**src/hdl/spi_flash_pkg.sv**
```systemverilog
// Purpose: shared constants for the serial flash slave front end and its bus master
// Assumes: the slave and master clocks both run at 250 MHz
// Notes: sck is sampled, never used as a clock
package spi_flash_pkg;
	// ==========================================================
	// opcodes
	localparam logic [7:0] OP_READ      = 8'h03;
	localparam logic [7:0] OP_SECT_ERA  = 8'h20;
	localparam logic [7:0] OP_BLK_ERA   = 8'h52;
	localparam logic [7:0] OP_CHIP_ERA  = 8'h60;
	localparam logic [7:0] OP_BYTE_PROG = 8'h02;
	localparam logic [7:0] OP_AUTO_PROG = 8'hAF;
	localparam logic [7:0] OP_RD_STAT   = 8'h05;
	localparam logic [7:0] OP_EN_WSTAT  = 8'h50;
	localparam logic [7:0] OP_WR_STAT   = 8'h01;
	localparam logic [7:0] OP_WR_EN     = 8'h06;
	localparam logic [7:0] OP_WR_DIS    = 8'h04;
	// ==========================================================
	// status register layout
	localparam int ST_BUSY = 0;
	localparam int ST_WEL  = 1;
	localparam int ST_BP0  = 2;
	localparam int ST_BP1  = 3;
	localparam int ST_AAI  = 6;
	localparam int ST_BPL  = 7;
	localparam logic [1:0] BP_RESET  = 2'h3;
	localparam logic [15:0] ADDR_TOP = 16'hFFFF;
	localparam logic [15:0] QUARTER_BASE = 16'hC000;
	localparam logic [7:0] ERASED_BYTE = 8'hFF;
	// ==========================================================
	// memory geometry in address bits
	localparam int SECTOR_BITS = 12;
	localparam int BLOCK_BITS  = 15;
	// ==========================================================
	// operation kinds reported by the slave
	typedef enum logic [2:0] {
		OPK_PROG  = 3'b000,
		OPK_SECT  = 3'b001,
		OPK_BLOCK = 3'b010,
		OPK_CHIP  = 3'b011
	} op_kind_t;
	// ==========================================================
	// timing
	localparam int MCLK_PERIOD_NS = 4;
	localparam int SCK_PERIOD_NS  = 125;
	localparam int SCK_HALF_CYCLES = SCK_PERIOD_NS / (2 * MCLK_PERIOD_NS);
	localparam int OP_CYCLES_DEF  = 64;
	// ==========================================================
	// master register offsets and fields
	localparam logic [1:0] REG_CTRL   = 2'h0;
	localparam logic [1:0] REG_DATA   = 2'h1;
	localparam logic [1:0] REG_STATUS = 2'h2;
	localparam int CTRL_SEL  = 0;
	localparam int CTRL_HOLD = 1;
	localparam int CTRL_WP   = 2;
	localparam int STAT_RUN  = 0;
	localparam int STAT_DONE = 1;
	localparam logic [2:0] CTRL_RESET = 3'h0;
endpackage : spi_flash_pkg

```
**src/hdl/spi_flash_if.sv**
```systemverilog
// Purpose: serial pins between the flash slave and its bus master
// Assumes: a released serial out shows the inverse of its last bit, so a late sample is caught
// Notes: no clocking block
`timescale 1ns/10ps
`default_nettype none
interface spi_flash_if;
	logic sck;
	logic ce_n;
	logic si;
	logic so;
	logic so_oe;
	logic hold_n;
	logic wp_n;
	wire  so_line;
	assign so_line = so_oe ? so : !so;
	modport dev (input sck, input ce_n, input si, input hold_n, input wp_n,
		output so, output so_oe);
	modport host (output sck, output ce_n, output si, output hold_n, output wp_n,
		input so_line);
endinterface : spi_flash_if
`default_nettype wire

```
**src/hdl/spi_flash_slave.sv**
```systemverilog
// Purpose: serial flash slave: framing, pause, status register, protection
// Assumes: all pins asynchronous to i_mclk; sck well below i_mclk / 8
// Notes: the array itself is not stored; reads return erased bytes
//
// The implementer's own choices: the strobed register port and the placing of the registers.
`timescale 1ns/10ps
`default_nettype none
module spi_flash_slave
	import spi_flash_pkg::*;
#(
	parameter int OP_CYCLES = OP_CYCLES_DEF
)(
	// clock and reset
	input  wire logic       i_mclk,
	input  wire logic       i_reset_n,
	// serial pins
	spi_flash_if.dev        spi,
	// user side
	output logic [7:0]      o_status,
	output logic            o_paused,
	output logic            o_op_valid,
	output op_kind_t        o_op_kind,
	output logic [15:0]     o_op_addr,
	output logic [7:0]      o_op_data
);
	initial
	begin
		if (OP_CYCLES < 2 || OP_CYCLES > 65535)
			$error("OP_CYCLES out of range");
	end

	// ==========================================================
	// state
	typedef struct packed {
		logic        ce_m, ce_s, ce_p;
		logic        sck_m, sck_s, sck_p;
		logic        si_m, si_s;
		logic        hold_m, hold_s;
		logic        wp_m, wp_s;
		logic        paused;
		logic [2:0]  bit_cnt;
		logic [2:0]  byte_cnt;
		logic [7:0]  shift;
		logic [7:0]  opcode;
		logic [15:0] addr;
		logic [7:0]  data;
		logic [7:0]  tx;
		logic        sending, so_live;
		logic        so;
		logic        so_oe;
		logic        write_enable_latch;
		logic [1:0]  bp;
		logic        protect_lockdown_bit;
		logic        auto_increment_program;
		logic        aai_last;
		logic [15:0] busy_cnt;
		logic        op_valid;
		op_kind_t    op_kind;
		logic [15:0] op_addr;
		logic [7:0]  op_data;
		logic [7:0]  status;
	} state_t;
	state_t q, d;
	// ==========================================================
	// protection decode
	function automatic logic is_protected(input logic [1:0] bp, input logic [15:0] a,
		input logic blk);
		case (bp)
			2'h0: is_protected = 1'b0;
			2'h1: is_protected = !blk && (a >= QUARTER_BASE);
			2'h2: is_protected = a[15];
			default: is_protected = 1'b1;
		endcase
	endfunction : is_protected
	function automatic logic [7:0] status_of(input state_t s);
		status_of = {s.protect_lockdown_bit, s.auto_increment_program, 2'b00, s.bp, s.write_enable_latch, |s.busy_cnt};
	endfunction : status_of
	logic       sck_rise, sck_fall, frame_end, busy, active;
	logic [7:0] rx_byte;
	logic [15:0] blk_addr, sect_addr;
	always_comb
	begin
		d = q;
		// two-flop synchronisers
		d.ce_m   = spi.ce_n;
		d.ce_s   = q.ce_m;
		d.ce_p   = q.ce_s;
		d.sck_m  = spi.sck;
		d.sck_s  = q.sck_m;
		d.sck_p  = q.sck_s;
		d.si_m   = spi.si;
		d.si_s   = q.si_m;
		d.hold_m = spi.hold_n;
		d.hold_s = q.hold_m;
		d.wp_m   = spi.wp_n;
		d.wp_s   = q.wp_m;
		d.op_valid = 1'b0;

		busy      = (q.busy_cnt != 16'h0000);
		sck_rise  = q.sck_s && !q.sck_p;
		sck_fall  = !q.sck_s && q.sck_p;
		frame_end = q.ce_s && !q.ce_p;
		active    = !q.ce_s && !q.paused;
		rx_byte   = {q.shift[6:0], q.si_s};
		blk_addr  = q.addr & ~16'((1 << BLOCK_BITS) - 1);
		sect_addr = q.addr & ~16'((1 << SECTOR_BITS) - 1);

		// pause state changes only while sck is low
		if (!q.sck_s)
			d.paused = !q.hold_s;
		if (busy)
		begin
			d.busy_cnt = q.busy_cnt - 16'h0001;
			// an auto-increment run keeps the latch until its last byte
			if (q.busy_cnt == 16'h0001 && (!q.auto_increment_program || q.aai_last))
			begin
				d.write_enable_latch = 1'b0;
				d.auto_increment_program = 1'b0;
			end
		end
		if (q.ce_s)
		begin
			// deselected: command logic idle
			d.bit_cnt  = 3'h0;
			d.byte_cnt = 3'h0;
			d.sending  = 1'b0;
			d.so_live  = 1'b0;
		end
		else if (active && sck_rise)
		begin
			d.shift   = rx_byte;
			d.bit_cnt = q.bit_cnt + 3'h1;
			if (q.bit_cnt == 3'h7)
			begin
				if (q.byte_cnt != 3'h5)
					d.byte_cnt = q.byte_cnt + 3'h1;
				if (q.byte_cnt == 3'h0)
					d.opcode = rx_byte;
				else if (q.byte_cnt <= 3'h3 && !(q.auto_increment_program && q.opcode == OP_AUTO_PROG))
					d.addr = {q.addr[7:0], rx_byte};
				d.data = rx_byte;
				if (q.byte_cnt == 3'h0 && rx_byte == OP_RD_STAT)
				begin
					d.tx      = status_of(q);
					d.sending = 1'b1;
				end
				else if (q.byte_cnt == 3'h3 && q.opcode == OP_READ && !busy)
				begin
					d.tx      = ERASED_BYTE;
					d.sending = 1'b1;
				end
			end
		end
		else if (active && sck_fall && q.sending)
		begin
			// status read refreshes its byte at every byte boundary
			d.tx      = (q.opcode == OP_RD_STAT && q.bit_cnt == 3'h0) ? status_of(q) : q.tx;
			d.so      = d.tx[7];
			d.tx      = {d.tx[6:0], d.tx[7]};
			d.so_live = 1'b1;
		end
		// commands take effect at the end of their frame
		if (frame_end && !busy && q.bit_cnt == 3'h0)
		begin
			case (q.opcode)
				OP_WR_EN:
					if (q.byte_cnt == 3'h1)
						d.write_enable_latch = 1'b1;
				OP_WR_DIS:
					if (q.byte_cnt == 3'h1)
					begin
						d.write_enable_latch = 1'b0;
						d.auto_increment_program = 1'b0;
					end
				OP_WR_STAT:
					// refused write leaves every bit as it was
					if (q.byte_cnt == 3'h2 && (q.wp_s || !q.protect_lockdown_bit))
					begin
						d.protect_lockdown_bit = q.data[ST_BPL];
						d.bp  = {q.data[ST_BP1], q.data[ST_BP0]};
					end
				OP_BYTE_PROG:
					if (q.byte_cnt == 3'h5 && q.write_enable_latch && !q.auto_increment_program
						&& !is_protected(q.bp, q.addr, 1'b0))
					begin
						d.busy_cnt = 16'(OP_CYCLES);
						d.op_valid = 1'b1;
						d.op_kind  = OPK_PROG;
						d.op_addr  = q.addr;
						d.op_data  = q.data;
					end
				OP_AUTO_PROG:
					if (q.write_enable_latch && ((!q.auto_increment_program && q.byte_cnt == 3'h5) || (q.auto_increment_program && q.byte_cnt == 3'h2))
						&& !is_protected(q.bp, q.addr, 1'b0))
					begin
						d.busy_cnt = 16'(OP_CYCLES);
						d.auto_increment_program      = 1'b1;
						d.aai_last = (q.addr == ADDR_TOP);
						d.addr     = q.addr + 16'h0001;
						d.op_valid = 1'b1;
						d.op_kind  = OPK_PROG;
						d.op_addr  = q.addr;
						d.op_data  = q.data;
					end
				OP_SECT_ERA:
					if (q.byte_cnt == 3'h4 && q.write_enable_latch && !q.auto_increment_program
						&& !is_protected(q.bp, sect_addr, 1'b0))
					begin
						d.busy_cnt = 16'(OP_CYCLES);
						d.op_valid = 1'b1;
						d.op_kind  = OPK_SECT;
						d.op_addr  = sect_addr;
					end
				OP_BLK_ERA:
					if (q.byte_cnt == 3'h4 && q.write_enable_latch && !q.auto_increment_program
						&& !is_protected(q.bp, blk_addr, 1'b1))
					begin
						d.busy_cnt = 16'(OP_CYCLES);
						d.op_valid = 1'b1;
						d.op_kind  = OPK_BLOCK;
						d.op_addr  = blk_addr;
					end
				OP_CHIP_ERA:
					if (q.byte_cnt == 3'h1 && q.write_enable_latch && !q.auto_increment_program && q.bp == 2'h0)
					begin
						d.busy_cnt = 16'(OP_CYCLES);
						d.op_valid = 1'b1;
						d.op_kind  = OPK_CHIP;
						d.op_addr  = 16'h0000;
					end
				default:
					d.op_valid = 1'b0;
			endcase
		end
		// released while paused or deselected; driven only from the first falling edge on
		d.so_oe  = !q.ce_s && q.so_live && !q.paused;
		d.status = status_of(d);
	end
	always_ff @(posedge i_mclk)
	begin
		if (!i_reset_n)
		begin
			q          <= '0;
			q.ce_m     <= 1'b1;
			q.ce_s     <= 1'b1;
			q.ce_p     <= 1'b1;
			q.hold_m   <= 1'b1;
			q.hold_s   <= 1'b1;
			q.wp_m     <= 1'b1;
			q.wp_s     <= 1'b1;
			q.bp       <= BP_RESET;
			q.status   <= {4'h0, BP_RESET, 2'h0};
			q.protect_lockdown_bit      <= 1'b0;
			q.write_enable_latch      <= 1'b0;
		end
		else
			q <= d;
	end

	// ==========================================================
	// outputs
	assign spi.so     = q.so;
	assign spi.so_oe  = q.so_oe;
	assign o_status   = q.status;
	assign o_paused   = q.paused;
	assign o_op_valid = q.op_valid;
	assign o_op_kind  = q.op_kind;
	assign o_op_addr  = q.op_addr;
	assign o_op_data  = q.op_data;
endmodule : spi_flash_slave
`default_nettype wire

```
**src/flat_wrapper.sv**
```systemverilog
// flat-port wrapper written by rule: the top's interface ports become plain ports
module spi_flash_slave_flat import spi_flash_pkg::*;
#(
	parameter int OP_CYCLES = OP_CYCLES_DEF
)
  (i_mclk, i_reset_n, o_status, o_paused, o_op_valid, o_op_kind, o_op_addr, o_op_data, spi_sck, spi_ce_n, spi_si, spi_hold_n, spi_wp_n, spi_so, spi_so_oe);
  spi_flash_if spi_i ();
  input  wire logic i_mclk;
  input  wire logic i_reset_n;
  output logic [7:0] o_status;
  output logic o_paused;
  output logic o_op_valid;
  output op_kind_t o_op_kind;
  output logic [15:0] o_op_addr;
  output logic [7:0] o_op_data;
  input wire logic [$bits(spi_i.sck)-1:0] spi_sck;
  input wire logic [$bits(spi_i.ce_n)-1:0] spi_ce_n;
  input wire logic [$bits(spi_i.si)-1:0] spi_si;
  input wire logic [$bits(spi_i.hold_n)-1:0] spi_hold_n;
  input wire logic [$bits(spi_i.wp_n)-1:0] spi_wp_n;
  output wire logic [$bits(spi_i.so)-1:0] spi_so;
  output wire logic [$bits(spi_i.so_oe)-1:0] spi_so_oe;
  assign spi_i.sck = spi_sck;
  assign spi_i.ce_n = spi_ce_n;
  assign spi_i.si = spi_si;
  assign spi_i.hold_n = spi_hold_n;
  assign spi_i.wp_n = spi_wp_n;
  assign spi_so = spi_i.so;
  assign spi_so_oe = spi_i.so_oe;
  spi_flash_slave #(.OP_CYCLES(OP_CYCLES)) u_core (.i_mclk(i_mclk), .i_reset_n(i_reset_n), .spi(spi_i), .o_status(o_status), .o_paused(o_paused), .o_op_valid(o_op_valid), .o_op_kind(o_op_kind), .o_op_addr(o_op_addr), .o_op_data(o_op_data));
endmodule
```
**config.mk**
```make
export PLATFORM = sky130hd
export DESIGN_NAME = spi_flash_slave_flat
export DESIGN_NICKNAME = d
export VERILOG_FILES = /design/src/hdl/spi_flash_pkg.sv /design/src/hdl/spi_flash_if.sv /design/src/hdl/spi_flash_slave.sv /design/src/flat_wrapper.sv
export SDC_FILE = /design/constraint.sdc
export NUM_CORES = 1
export LEC_CHECK = 0
export BUFFER_PORTS_ARGS = -buffer_cell sky130_fd_sc_hd__buf_2
export CAP_MARGIN = 0
export CORE_ASPECT_RATIO = 0.5
export CORE_MARGIN = 8
export CORE_UTILIZATION = 25
export DETAILED_ROUTE_END_ITERATION = 8
export PLACE_DENSITY = 0.46
export SYNTH_ARGS = -nofsm -noshare
export SYNTH_HDL_FRONTEND = slang
export SYNTH_SLANG_ARGS = --single-unit
```
**constraint.sdc**
```tcl
create_clock -name i_mclk -period 3.85 [get_ports i_mclk]
set_clock_uncertainty 0.05 [all_clocks]
set_input_delay 0.385 -clock i_mclk [delete_from_list [all_inputs] [get_ports i_mclk]]
set_output_delay 0.385 -clock i_mclk [all_outputs]
set_load 0.05 [all_outputs]
```
* Word-level counts from Yosys, hierarchy flattened
Cells that the tools add are included.
** Cells by class
- Add/sub/neg operators :: 4
- Order comparisons :: 3
- Eq/ne operators :: 29
- Multiplexer cells :: 50
- Bitwise logic cells :: 3
- Reductions and logical operators :: 74
** Operators by type and width (number)
- $mux 36 :: 3
- $mux 16 :: 6
- $pmux 19 s5 :: 1
- $mux 46 :: 2
- $pmux 16 s5 :: 1
- $mux 50 :: 1
- $mux 48 :: 1
- $mux 44 :: 1
- $mux 41 :: 1
- $logic_and 1x1->1 :: 33
- $eq 8x3->1 const B :: 4
- $ge 16x16->1 const B :: 2
- $mux 8 :: 4
- $reduce_or 16->1 :: 2
- $mux 9 :: 2
- $add 16x1->16 const B :: 1
- $eq 16x1->1 const B :: 1
- $eq 16x16->1 const B :: 1
- $eq 8x2->1 const B :: 2
- $eq 8x7->1 const B :: 2
- $mux 1 :: 16
- $pmux 8 s2 :: 1
- $reduce_bool 16->1 :: 1
- $sub 16x1->16 const B :: 1
- 29 further kinds :: 73
** Storage, ports and cells
- Register bits :: 129
- Bits of input ports :: 7
- Output and inout bits :: 39
- Logic and storage cells :: 199

* Longest topological paths before layout
Gate-level depths: netlist of the first run.
- Depth after elaboration :: 12
- Gate-level depth with buffers :: 11

* Least setup slack after synthesis of the first run
OpenSTA, ideal clock, no wires.
- Path type :: reg-to-reg
- Start :: register u_core.q[36] (netlist bit)
- End :: register u_core.q, in the netlist u_core.o_status[0]
- Setup time :: 0.125 ns
- Arrival :: 2.549 ns
- Slack :: 1.126 ns
- Cell stages (with the launch flop) :: 11
- Path buffers :: 2
- Clock period less this slack :: 2.724 ns
- Cell sequence :: dfxtp_1 > inv_1 > ha_1 > or3b_1 > buf_2 > or4_4 > buf_6 > and2_1 > o31ai_1 > nand4b_1 > o41a_1
** Between the ends
- Cells in the longest elaborated chain, start to end :: 6
** RTL lines
- from (decl) :: RTL line spi_flash_slave.sv:63 : state_t q, d;
- $sub 16x1->16 / $reduce_bool 16->1 (equally long branches) :: RTL line spi_flash_slave.sv:113, spi_flash_slave.sv:99
- $mux 16 / $logic_not 1->1 (equally long branches) :: RTL line spi_flash_slave.sv:111, spi_flash_slave.sv:163
- $mux 36, or another cell as far along :: RTL line spi_flash_slave.sv:224 : if (q.byte_cnt == 3'h1 && q.write_enable_latch && !q.auto_increment_program && q.bp == 2'h0)
- $pmux 16 s5 / $logic_and 1x1->1 (equally long branches) :: RTL line spi_flash_slave.sv:165, spi_flash_slave.sv:163
- $mux 50 * :: RTL line spi_flash_slave.sv:163 : if (frame_end && !busy && q.bit_cnt == 3'h0)
- $reduce_or 16->1 * :: RTL line spi_flash_slave.sv:76 : status_of = {s.protect_lockdown_bit, s.auto_increment_program, 2'b00, s.bp, s.write_enable_latch, |s.busy_cnt} ...
Every way passes the cells marked *; elsewhere a longest branch is shown, timed or not. The select of a mux whose other input is x is not followed.
A chain may end at the register's enable or synchronous reset.

* Final worst setup path of the first run
- Start :: register u_core.q[36] (netlist bit)
- End :: register u_core.q, in the netlist u_core.o_op_addr[13]
** Between the ends
- Cells in the longest elaborated chain, start to end :: 5
** RTL lines
- $reduce_bool 16->1 :: RTL line spi_flash_slave.sv:99 : busy = (q.busy_cnt != 16'h0000);
- $logic_not 1->1 :: RTL line spi_flash_slave.sv:163
- $logic_and 1x1->1 (2 in series) :: RTL line spi_flash_slave.sv:163
- $reduce_and 7->1 (no line)
Every way passes these cells.

==> results of run 1 <==
[synthesized netlist by cell type, types with 4 or more instances]
cell type,count
a31oi_1,6
and3_1,4
mux2i_1,18
or3_1,7
ha_1,11
xnor2_1,8
o211a_1,8
nand3b_1,4
buf_4,35
nand4_1,8
nor2_1,32
nand2_1,108
nor3b_1,6
a21boi_0,50
o21ai_0,22
dfxtp_1,120
nor2b_1,23
clkbuf_1,31
and2_1,21
or4_1,5
buf_2,5
nand2b_1,8
nor3_1,18
inv_1,11
nor4_1,15
xor2_1,8
a21oi_1,23
or3b_1,4
mux2_2,4
nand3_1,25
or3b_2,6
[cells by family (layout without fill, tap and decap cells)]
kind of cell / after synthesis / after routing / synth area share
adder cells (fa/ha/maj): 11 / 11 / 0.0222
multiplexers: 22 / 22 / 0.0364
buffers and inverters: 86 / 90 / 0.0806
XOR/XNOR: 16 / 16 / 0.0226
AO/OA/AOI/OAI: 148 / 148 / 0.180
other: 1 / 3 / 0.000606
AND/OR/NAND/NOR: 313 / 313 / 0.270
flip-flops: 120 / 120 / 0.388
[layout make-up]
cell class              count  area (sq um)
repair buffers             49           275
multi-input cells         513          3300
clock buffers              21           480
inverters                  11          41.3
fillers                  2544         17100
flip-flops and latches    120          2400
clock inverters             9           123
well taps                 336           420
[sequential cells by signal, indices dropped and copies added, names as in the netlist]
| signal | flops |
|---|---|
| u_core.blk_addr | 1 |
| u_core.d | 7 |
| u_core.o_op_addr | 16 |
| u_core.o_op_data | 8 |
| u_core.o_op_kind | 2 |
| u_core.o_op_valid | 1 |
| u_core.o_paused | 1 |
| u_core.o_status | 6 |
| u_core.q | 76 |
| u_core.spi.so | 1 |
| u_core.spi.so_oe | 1 |
[path summary, 6_finish.rpt]
check                           start                                 to  slack [ps]
min reg2reg  u_core.d[119]$_SDFF_PN1_           u_core.q[119]$_SDFF_PN1_         360
max reg2reg   u_core.q[36]$_SDFF_PN0_  u_core.o_op_addr[13]$_SDFFE_PN0P_         790
min                          spi_ce_n           u_core.d[127]$_SDFF_PN1_         100
max           u_core.q[36]$_SDFF_PN0_  u_core.o_op_addr[13]$_SDFFE_PN0P_         790
[routing by layer]
metal / track usage / vias to the layer above
met1: 0.157 / 2361
met5: 0 / -
met2: 0.157 / 74
met3: 0.0300 / 14
met4: 0.0338 / 0
li1: - / 2481
[power by group through the flow]
stage	combinational (mW)	sequential (mW)	clock, mW
3_3_place_gp	0.687	1.41	0
6_report	0.689	1.38	1.63
4_1_cts	0.688	1.38	1.67
2_1_floorplan	0.583	1.38	0
3_5_place_dp	0.686	1.41	0
5_1_grt	0.760	1.40	1.73
==> run_results.csv, run 1 <==
group,metric,value,unit
sta,fin_ws,789,ps
pwr,p_per_area,527,nW/um^2
critical_path,slowest_delay,630,ps
pwr,leakagePower,2.61,nW
placed_design,pre_cts_ws,761,ps
cts,cts-root-buf,"clkbuf_16",
critical_path,worstPathRequired,4130,ps
finish,final_cell_area,7040,sq um
yosys,ys_types,71,
yosys,yosysWarnings,0,
routing,drt_iter0_markers,278,
finish,fin_cells,1059,
finish,layout_commonest_cell,"dfxtp_1",
sta,hold_viol,0,
critical_path,crit_arrival,3350,ps
floorplanning,die_h,127,microns
pwr,combinationalPowerShare,0.186,
routing,wl_met2,6.92,mm
finish,drive_above_1_share,0.144,
outcome,status,"completed",
routing,m1WireLength,8.74,mm
critical_path,crit_slowest_cell,"a221oi_1",
yosys,synthArstFlopShare,0,
grt,grt_max_degree,55,
floorplanning,io_pins,46,
grt,grt_util_all_layers,0.110,
yosys,synth_top_area_frac,0.388,
yosys,ys_ff_latch,120,
grt,grt_pass1_wl,26.5,mm
cts,cts_num_sinks,120,
hold_path,holdCritPathClass,"in2reg",
cts,cts_tree,"done",
sta,fmax,327,MHz
pwr,fin_total_pwr,3.71,mW
placed_design,placed_cells,1029,
cts,path_clk_slew,50,ps
routing,dr.max_layer_used,"met4",
critical_path,path_buf_inv,1,
yosys,yosysTopAreaCell,"dfxtp_1",
yosys,syn_inst,717,
sta,slew_headroom,0.377,
job,max-cap-violations,0,
sta,final.setup.tns,0,ps
sta,timing.hold.ws,103,ps
cts,ctsResizeCount,0,
pwr,p_sw,1.05,mW
grt,antenna_found_initial,0,
yosys,synthTopCellsByArea,"dfxtp_1 39%, nand2_1 6.5%, a21boi_0 6.1%, buf_4 4.2%, mux2i_1 2.9%",
finish,diodes,0,
finish,final_cell_mix,"120 x dfxtp_1, 108 x nand2_1, 50 x a21boi_0, 42 x buf_2, 32 x nor2_1",
placed_design,port_buffers,42,
placed_design,place_area,6440,sq um
critical_path,startpoint_type,"register",
floorplanning,initial_core_util,0.256,
cts,clk_latency,420,ps
floorplanning,die_x,239,microns
routing,wl_per_cell,15.5,microns
pwr,power_frac_seq,0.373,
cts,cts_hold_buffers,0,
cts,numCtsBuffers,17,
grt,grt_overflow,0,
sta,tightest_slew,934,ps
yosys,avgSynthCellArea,8.63,sq um
critical_path,end_kind,"register",
routing,ant_nets,0,
routing,met3_length,589,microns
sta,fin_crit,3060,ps
grt,grt_pass1_vias,4578,
cts,cts_max_level,4,
routing,routed-via-count,4930,
finish,synthToLayoutAreaGrowth,13.7,%
routing,drt-total-wl,16.4,mm
placed_design,dp_hpwl,11.9,mm
critical_path,critical_path_depth,8,
critical_path,cp_max_fo,7,
routing,firstDrtPassIters,5,
floorplanning,die_area,30400,sq um
yosys,synthesis.area,6190,sq um
floorplanning,coreArea,24200,sq um
finish,fin_nets,730,
cts,cts.path.max_buffers,2,
yosys,synth_seq_area_share,0.388,
pwr,peakVddDrop,0.288,mV
pwr,switching_share,0.283,
pwr,p_int,2.66,mW
critical_path,reg2reg_depth,8,
critical_path,crit_type,"reg2reg",
finish,fin_util,0.291,
floorplanning,rows,40,
cts,post-cts-setup-buffers,0,
hold_path,min_path_cells,2,
sta,drv_slew,0,
yosys,yosys_most_used_dff,"dfxtp_1",
critical_path,crit_chain,"inv_1, ha_1, or3b_1, nor4_4, nand2_1, a221oi_1, nand4_1, a21boi_0",
yosys,synth-edff-count,0,
critical_path,critical_path.top_delay_family,"simple AND/OR/NAND/NOR gates",
sta,min_period_over_period,0.795,
routing,drc,0,
placed_design,place.gp.congestion,0.824,
routing,viasPerCell,4.66,
pwr,clkPwrFrac,0.441,
sta,setup_violations,0,
sta,rsz0062_at_grt,"no",
No activity file was read; power rests on OpenSTA's default activity.
==> run 2, diff against run 1 <==
Clock period 3.85 ns to 3 ns, I/O delays scaled along.
==> run 2 against run 1 <==
Die area did not move. Wire length is 1.6% higher. Non-clock buffer count grew 23. Clock power grew 21%. First-iteration DRC count up 31%.
==> run_results.csv, run 2 (synthesized netlist as in run 1, its figures left out) <==
group,metric,value,unit
sta,tightest_slew,746,ps
routing,drc,0,
sta,hold_viol,0,
cts,cts.path.max_buffers,2,
cts,cts_num_sinks,120,
finish,layout_commonest_cell,"dfxtp_1",
pwr,combinationalPowerShare,0.201,
floorplanning,io_pins,46,
critical_path,crit_chain,"or4_1, or4_4, and2_1, o31ai_1, nand4b_1, o41a_1",
placed_design,pre_cts_ws,209,ps
hold_path,min-delay-start,"spi_si",
routing,drt-total-wl,16.7,mm
pwr,clkPwrFrac,0.421,
routing,routed-via-count,5022,
routing,ant_nets,0,
critical_path,path_buf_inv,0,
pwr,peakVddDrop,0.370,mV
floorplanning,die_x,239,microns
grt,antenna_found_initial,0,
critical_path,cp_max_fo,7,
job,max-cap-violations,0,
finish,final_cell_mix,"120 x dfxtp_1, 108 x nand2_1, 50 x a21boi_0, 42 x buf_2, 32 x nor2_1",
finish,nFillCells,2569,
finish,fin_nets,753,
critical_path,critical_path.top_delay_family,"simple AND/OR/NAND/NOR gates",
routing,wl_per_cell,15.4,microns
grt,grt_pass1_vias,4896,
critical_path,startpoint_type,"register",
finish,largest_register_ffs,76,
routing,drt_iter0_markers,365,
pwr,power_frac_seq,0.378,
pwr,p_per_area,650,nW/um^2
critical_path,reg2reg_to,"u_core.o_status[0]$_SDFF_PN0_",
hold_path,min_to,"u_core.d[121]$_SDFF_PN0_",
critical_path,crit_slowest_cell,"or4_1",
critical_path,end_kind,"register",
critical_path,reg2reg_from,"u_core.q[43]$_SDFF_PN0_",
floorplanning,coreArea,24200,sq um
cts,cts_tree,"done",
pwr,switching_share,0.302,
pwr,p_int,3.26,mW
sta,fin_crit,2760,ps
critical_path,crit_type,"reg2reg",
outcome,status,"completed",
sta,min_period_over_period,0.921,
finish,register_area,2400,sq um
cts,cts_max_level,4,
floorplanning,rows,40,
sta,fmax,362,MHz
hold_path,min_path_cells,2,
grt,grt_util_all_layers,0.114,
cts,path_clk_slew,60,ps
placed_design,place.gp.congestion,0.806,
critical_path,slowest_delay,690,ps
floorplanning,initial_core_util,0.256,
hold_path,holdCritPathClass,"in2reg",
sta,timing.hold.ws,29.1,ps
critical_path,reg2reg_depth,6,
routing,viasPerCell,4.63,
sta,rsz0062_at_grt,"no",
sta,drv_slew,0,
routing,firstDrtPassIters,5,
cts,cts-root-buf,"clkbuf_16",
grt,grt_pass1_wl,27.6,mm
sta,final.setup.tns,0,ps
placed_design,port_buffers,42,
pwr,leakagePower,2.69,nW
floorplanning,die_area,30400,sq um
sta,slew_headroom,0.498,
finish,drive_above_1_share,0.172,
critical_path,ff2ff_setup_slack,240,ps
finish,regMostFlops,"u_core.q",
grt,grt_overflow,0,
cts,numCtsBuffers,17,
sta,fin_ws,237,ps
grt,grt_max_degree,47,
critical_path,crit_arrival,3010,ps
placed_design,dp_hpwl,12.1,mm
sta,setup_violations,0,
finish,multi_input_area,3310,sq um
floorplanning,die_h,127,microns
finish,diodes,0,
cts,clk_latency,420,ps
critical_path,worstPathRequired,3240,ps
finish,synthToLayoutAreaGrowth,16.1,%
pwr,p_sw,1.41,mW
pwr,fin_total_pwr,4.67,mW
run 2: worst max-delay path by stage:
stage | from | to | slack, ps | cells after the start
floorplan | u_core.q[36]$_SDFF_PN0_ | u_core.o_status[0]$_SDFF_PN0_ | 280 | 10
global route | u_core.q[97]$_SDFFE_PN0P_ | u_core.o_op_addr[11]$_SDFFE_PN0P_ | 50 | 7
finish | u_core.q[43]$_SDFF_PN0_ | u_core.o_status[0]$_SDFF_PN0_ | 240 | 6
global placement | u_core.q[43]$_SDFF_PN0_ | u_core.o_status[0]$_SDFF_PN0_ | 240 | 6
detailed placement | u_core.q[110]$_SDFFE_PP0P_ | u_core.q[92]$_SDFF_PN0_ | 210 | 9
CTS | u_core.q[110]$_SDFFE_PP0P_ | u_core.q[92]$_SDFF_PN0_ | 170 | 9
run 2: cell type report:
type	instances	share of cell area
repair buffers	72	0.0616
inverters	11	0.00574
well taps	336	0.0585
multi-input cells	513	0.460
flip-flops and latches	120	0.334
clock buffers	19	0.0630
clock inverters	13	0.0169
run 2: repair_timing:
action,CTS,global route
hold buffers,3,0
endpoints found under the setup margin,0,14
resized for setup,0,3
endpoints found under the hold margin,3,0
buffers inserted,0,0
run 2: routing by layer:
metal  wire [microns]  vias up  GRT usage
met3              499       11     0.0279
met2             7030       82      0.166
met4              159        0     0.0367
met5                0        -          0
met1             9020     2392      0.162
li1                 -     2537          -
run 2: power by group through the flow:
| stage | Clock (mW) | Sequential (mW) | Combinational [mW] |
|---|---|---|---|
| final | 1.97 | 1.77 | 0.939 |
| after global placement | 0 | 1.80 | 0.936 |
| after CTS | 2.02 | 1.76 | 0.943 |
| after global routing | 2.10 | 1.78 | 1.06 |
| after floorplan | 0 | 1.78 | 0.748 |
| after detailed placement | 0 | 1.80 | 0.933 |
run 2: per-stage QoR:
stage | cell area [sq um] | util | std cells
3_3_place_gp | 6570 | 0.272 | 1049
5_1_grt | 7190 | 0.297 | 1084
6_report | 7190 | 0.297 | 1084
3_5_place_dp | 6570 | 0.272 | 1049
2_1_floorplan | 6200 | - | 719
4_1_cts | 7180 | 0.297 | 1084
==> run 3, diff against run 2 <==
Settings changed: ABC_AREA from default to 1, CORE_UTILIZATION 25 to 50, PLACE_DENSITY 0.46 to 0.74.
==> run 3 against run 2 <==
Flip-flop and latch count unchanged. Power up 5.5%. Global-route usage up 7.4 points. Register-to-register slack better by 250 ps. Clock power up 12%. Synthesized cell count up 23%. Die area down 46%. Sequential power about the same. Combinational power up 2.9%. Critical path type unchanged. Largest power group unchanged. Highest routed layer unchanged.
==> run_results.csv, run 3 <==
group,metric,value,unit
critical_path,reg2reg_depth,11,
sta,drv_slew,0,
sta,fin_ws,486,ps
floorplanning,initial_core_util,0.516,
grt,grt_pass1_vias,5045,
cts,cts-root-buf,"clkbuf_16",
yosys,synthTopCellsByArea,"dfxtp_1 39%, nor2_1 8.8%, nand2_1 8.5%, o21ai_0 6.9%, inv_1 5.7%",
grt,grt_util_all_layers,0.188,
grt,grt_max_degree,53,
cts,path_clk_slew,50,ps
critical_path,startpoint_type,"register",
cts,cts_hold_buffers,0,
pwr,peakVddDrop,0.361,mV
yosys,synth.most_common_cell,"nor2_1",
cts,cts.path.max_buffers,2,
sta,min_period_over_period,0.838,
floorplanning,coreArea,11900,sq um
floorplanning,io_pins,46,
critical_path,crit_type,"reg2reg",
critical_path,reg2reg_from,"u_core.q[36]$_SDFF_PN0_",
routing,drt-total-wl,15.3,mm
finish,largest_register_ffs,76,
placed_design,port_buffers,42,
finish,synthToLayoutAreaGrowth,11.7,%
routing,routed-via-count,5627,
cts,cts_tree,"done",
yosys,synth-edff-count,0,
yosys,synthArstFlopShare,0,
yosys,synth_seq_area_share,0.392,
cts,cts_num_sinks,120,
yosys,yosysTopAreaCell,"dfxtp_1",
yosys,ys_ff_latch,120,
grt,grt_pass1_wl,25.0,mm
yosys,avgSynthCellArea,6.98,sq um
sta,hold_viol,0,
sta,tightest_slew,784,ps
floorplanning,rows,28,
placed_design,place.gp.congestion,0.908,
critical_path,cp_max_fo,16,
sta,fin_crit,2510,ps
pwr,p_per_area,720,nW/um^2
cts,ctsResizeCount,0,
routing,wl_per_cell,14.4,microns
sta,slew_headroom,0.472,
sta,final.setup.tns,0,ps
cts,numCtsBuffers,17,
critical_path,end_kind,"register",
finish,drive_above_1_share,0.116,
pwr,leakagePower,2.93,nW
floorplanning,die_x,173,microns
cts,clk_latency,410,ps
critical_path,crit_arrival,2740,ps
sta,setup_violations,0,
routing,drt_iter0_markers,648,
job,max-cap-violations,0,
yosys,yosys_most_used_dff,"dfxtp_1",
hold_path,holdCritPathClass,"in2reg",
finish,layout_commonest_cell,"nor2_1",
yosys,synth_top_area_frac,0.392,
finish,diodes,0,
routing,ant_nets,0,
routing,drc,0,
routing,viasPerCell,5.29,
yosys,ys_top_cells_by_count,"144 x nor2_1, 139 x nand2_1, 120 x dfxtp_1",
placed_design,pre_cts_ws,554,ps
placed_design,dp_hpwl,10.7,mm
grt,antenna_found_initial,0,
finish,nFillCells,1092,
sta,fmax,398,MHz
critical_path,cp-endpoint,"u_core.o_op_data[4]$_SDFFE_PN0P_",
outcome,status,"completed",
yosys,ys_types,38,
finish,final_cell_mix,"144 x nor2_1, 139 x nand2_1, 120 x dfxtp_1, 93 x inv_1, 85 x o21ai_0",
finish,fin_nets,903,
cts,cts_max_level,4,
finish,regMostFlops,"u_core.q",
finish,fin_util,0.577,
critical_path,cp-startpoint,"u_core.q[36]$_SDFF_PN0_",
grt,grt_overflow,0,
routing,firstDrtPassIters,5,
cts,post-cts-setup-buffers,0,
pwr,fin_total_pwr,4.93,mW
critical_path,ff2ff_setup_slack,490,ps
critical_path,reg2reg_to,"u_core.o_op_data[4]$_SDFFE_PN0P_",
yosys,syn_inst,879,
sta,rsz0062_at_grt,"no",
yosys,yosysWarnings,0,
yosys,synthesis.area,6130,sq um
critical_path,worstPathRequired,3230,ps
floorplanning,die_area,16300,sq um
floorplanning,die_h,94.3,microns
## run 3: through the flow
| step | hold WS [ps] | area (sq um) | instances |
|---|---|---|---|
| global route | 21.6 | 6850 | 1063 |
| CTS | 7.87 | 6850 | 1063 |
| global placement | 344 | 6200 | 1031 |
| finish | 17.7 | 6850 | 1063 |
| floorplan | 337 | 6140 | 881 |
| detailed placement | 348 | 6200 | 1031 |
## run 3: cells by family (layout without fill, tap and decap cells)
kind of cell               count (synthesis)  after routing  share of synthesized area
AOI/OAI and AO/OA                        181            181                      0.157
adders and majority gates                 11             11                     0.0224
other                                      1              3                   0.000612
buffers and inverters                    161            178                      0.125
DFF                                      120            120                      0.392
and+or+nand+nor                          391            391                      0.283
xor gates and xnor gates                  14             14                     0.0200
## run 3: layout make-up
cell class | count | area, sq um | share of cell area
multi-input cells | 600 | 2970 | 0.434
repair buffers | 49 | 263 | 0.0384
inverters | 97 | 364 | 0.0532
flip-flops and latches | 120 | 2400 | 0.351
clock inverters | 7 | 138 | 0.0201
well taps | 165 | 206 | 0.0301
clock buffers | 25 | 505 | 0.0738
## run 3: worst max-delay path, cell delays in order (launching register included)
cell	delay (ps)
dfxtp_1	330
inv_1	140
ha_1	260
nand2_2	120
nor2_4	190
nand2_4	120
inv_2	210
nand2_4	120
nor3b_4	470
o21ai_0	200
o21ai_0	120
nor2_1	50
## run 3: power by group
part / internal, mW / switching, mW / total (mW)
registers: 1.68 / 0.0736 / 1.75
clock network: 1.50 / 0.714 / 2.21
logic: 0.323 / 0.643 / 0.966
total: 3.50 / 1.43 / 4.93
## run 3: how the worst min path moves through the flow
| stage | slack, ps | start | cells after the start | endpoint |
|---|---|---|---|---|
| 6_report | 20 | spi_sck | 3 | u_core.d[124]$_SDFF_PN0_ |
| 3_3_place_gp | 340 | u_core.q[119]$_SDFF_PN1_ | 1 | u_core.o_paused$_SDFFE_PN0N_ |
| 3_5_place_dp | 350 | u_core.d[127]$_SDFF_PN1_ | 1 | u_core.d[126]$_SDFF_PN1_ |
| 4_1_cts | 8 | spi_wp_n | 2 | u_core.d[117]$_SDFF_PN1_ |
| 5_1_grt | 20 | spi_wp_n | 2 | u_core.d[117]$_SDFF_PN1_ |
| 2_1_floorplan | 340 | u_core.q[119]$_SDFF_PN1_ | 1 | u_core.o_paused$_SDFFE_PN0N_ |
## run 3: per-layer routing
metal  GRT usage  wire [microns]
met3      0.0461            1140
met2       0.292            6550
met4      0.0705             251
met1       0.252            7310
met5           0               0
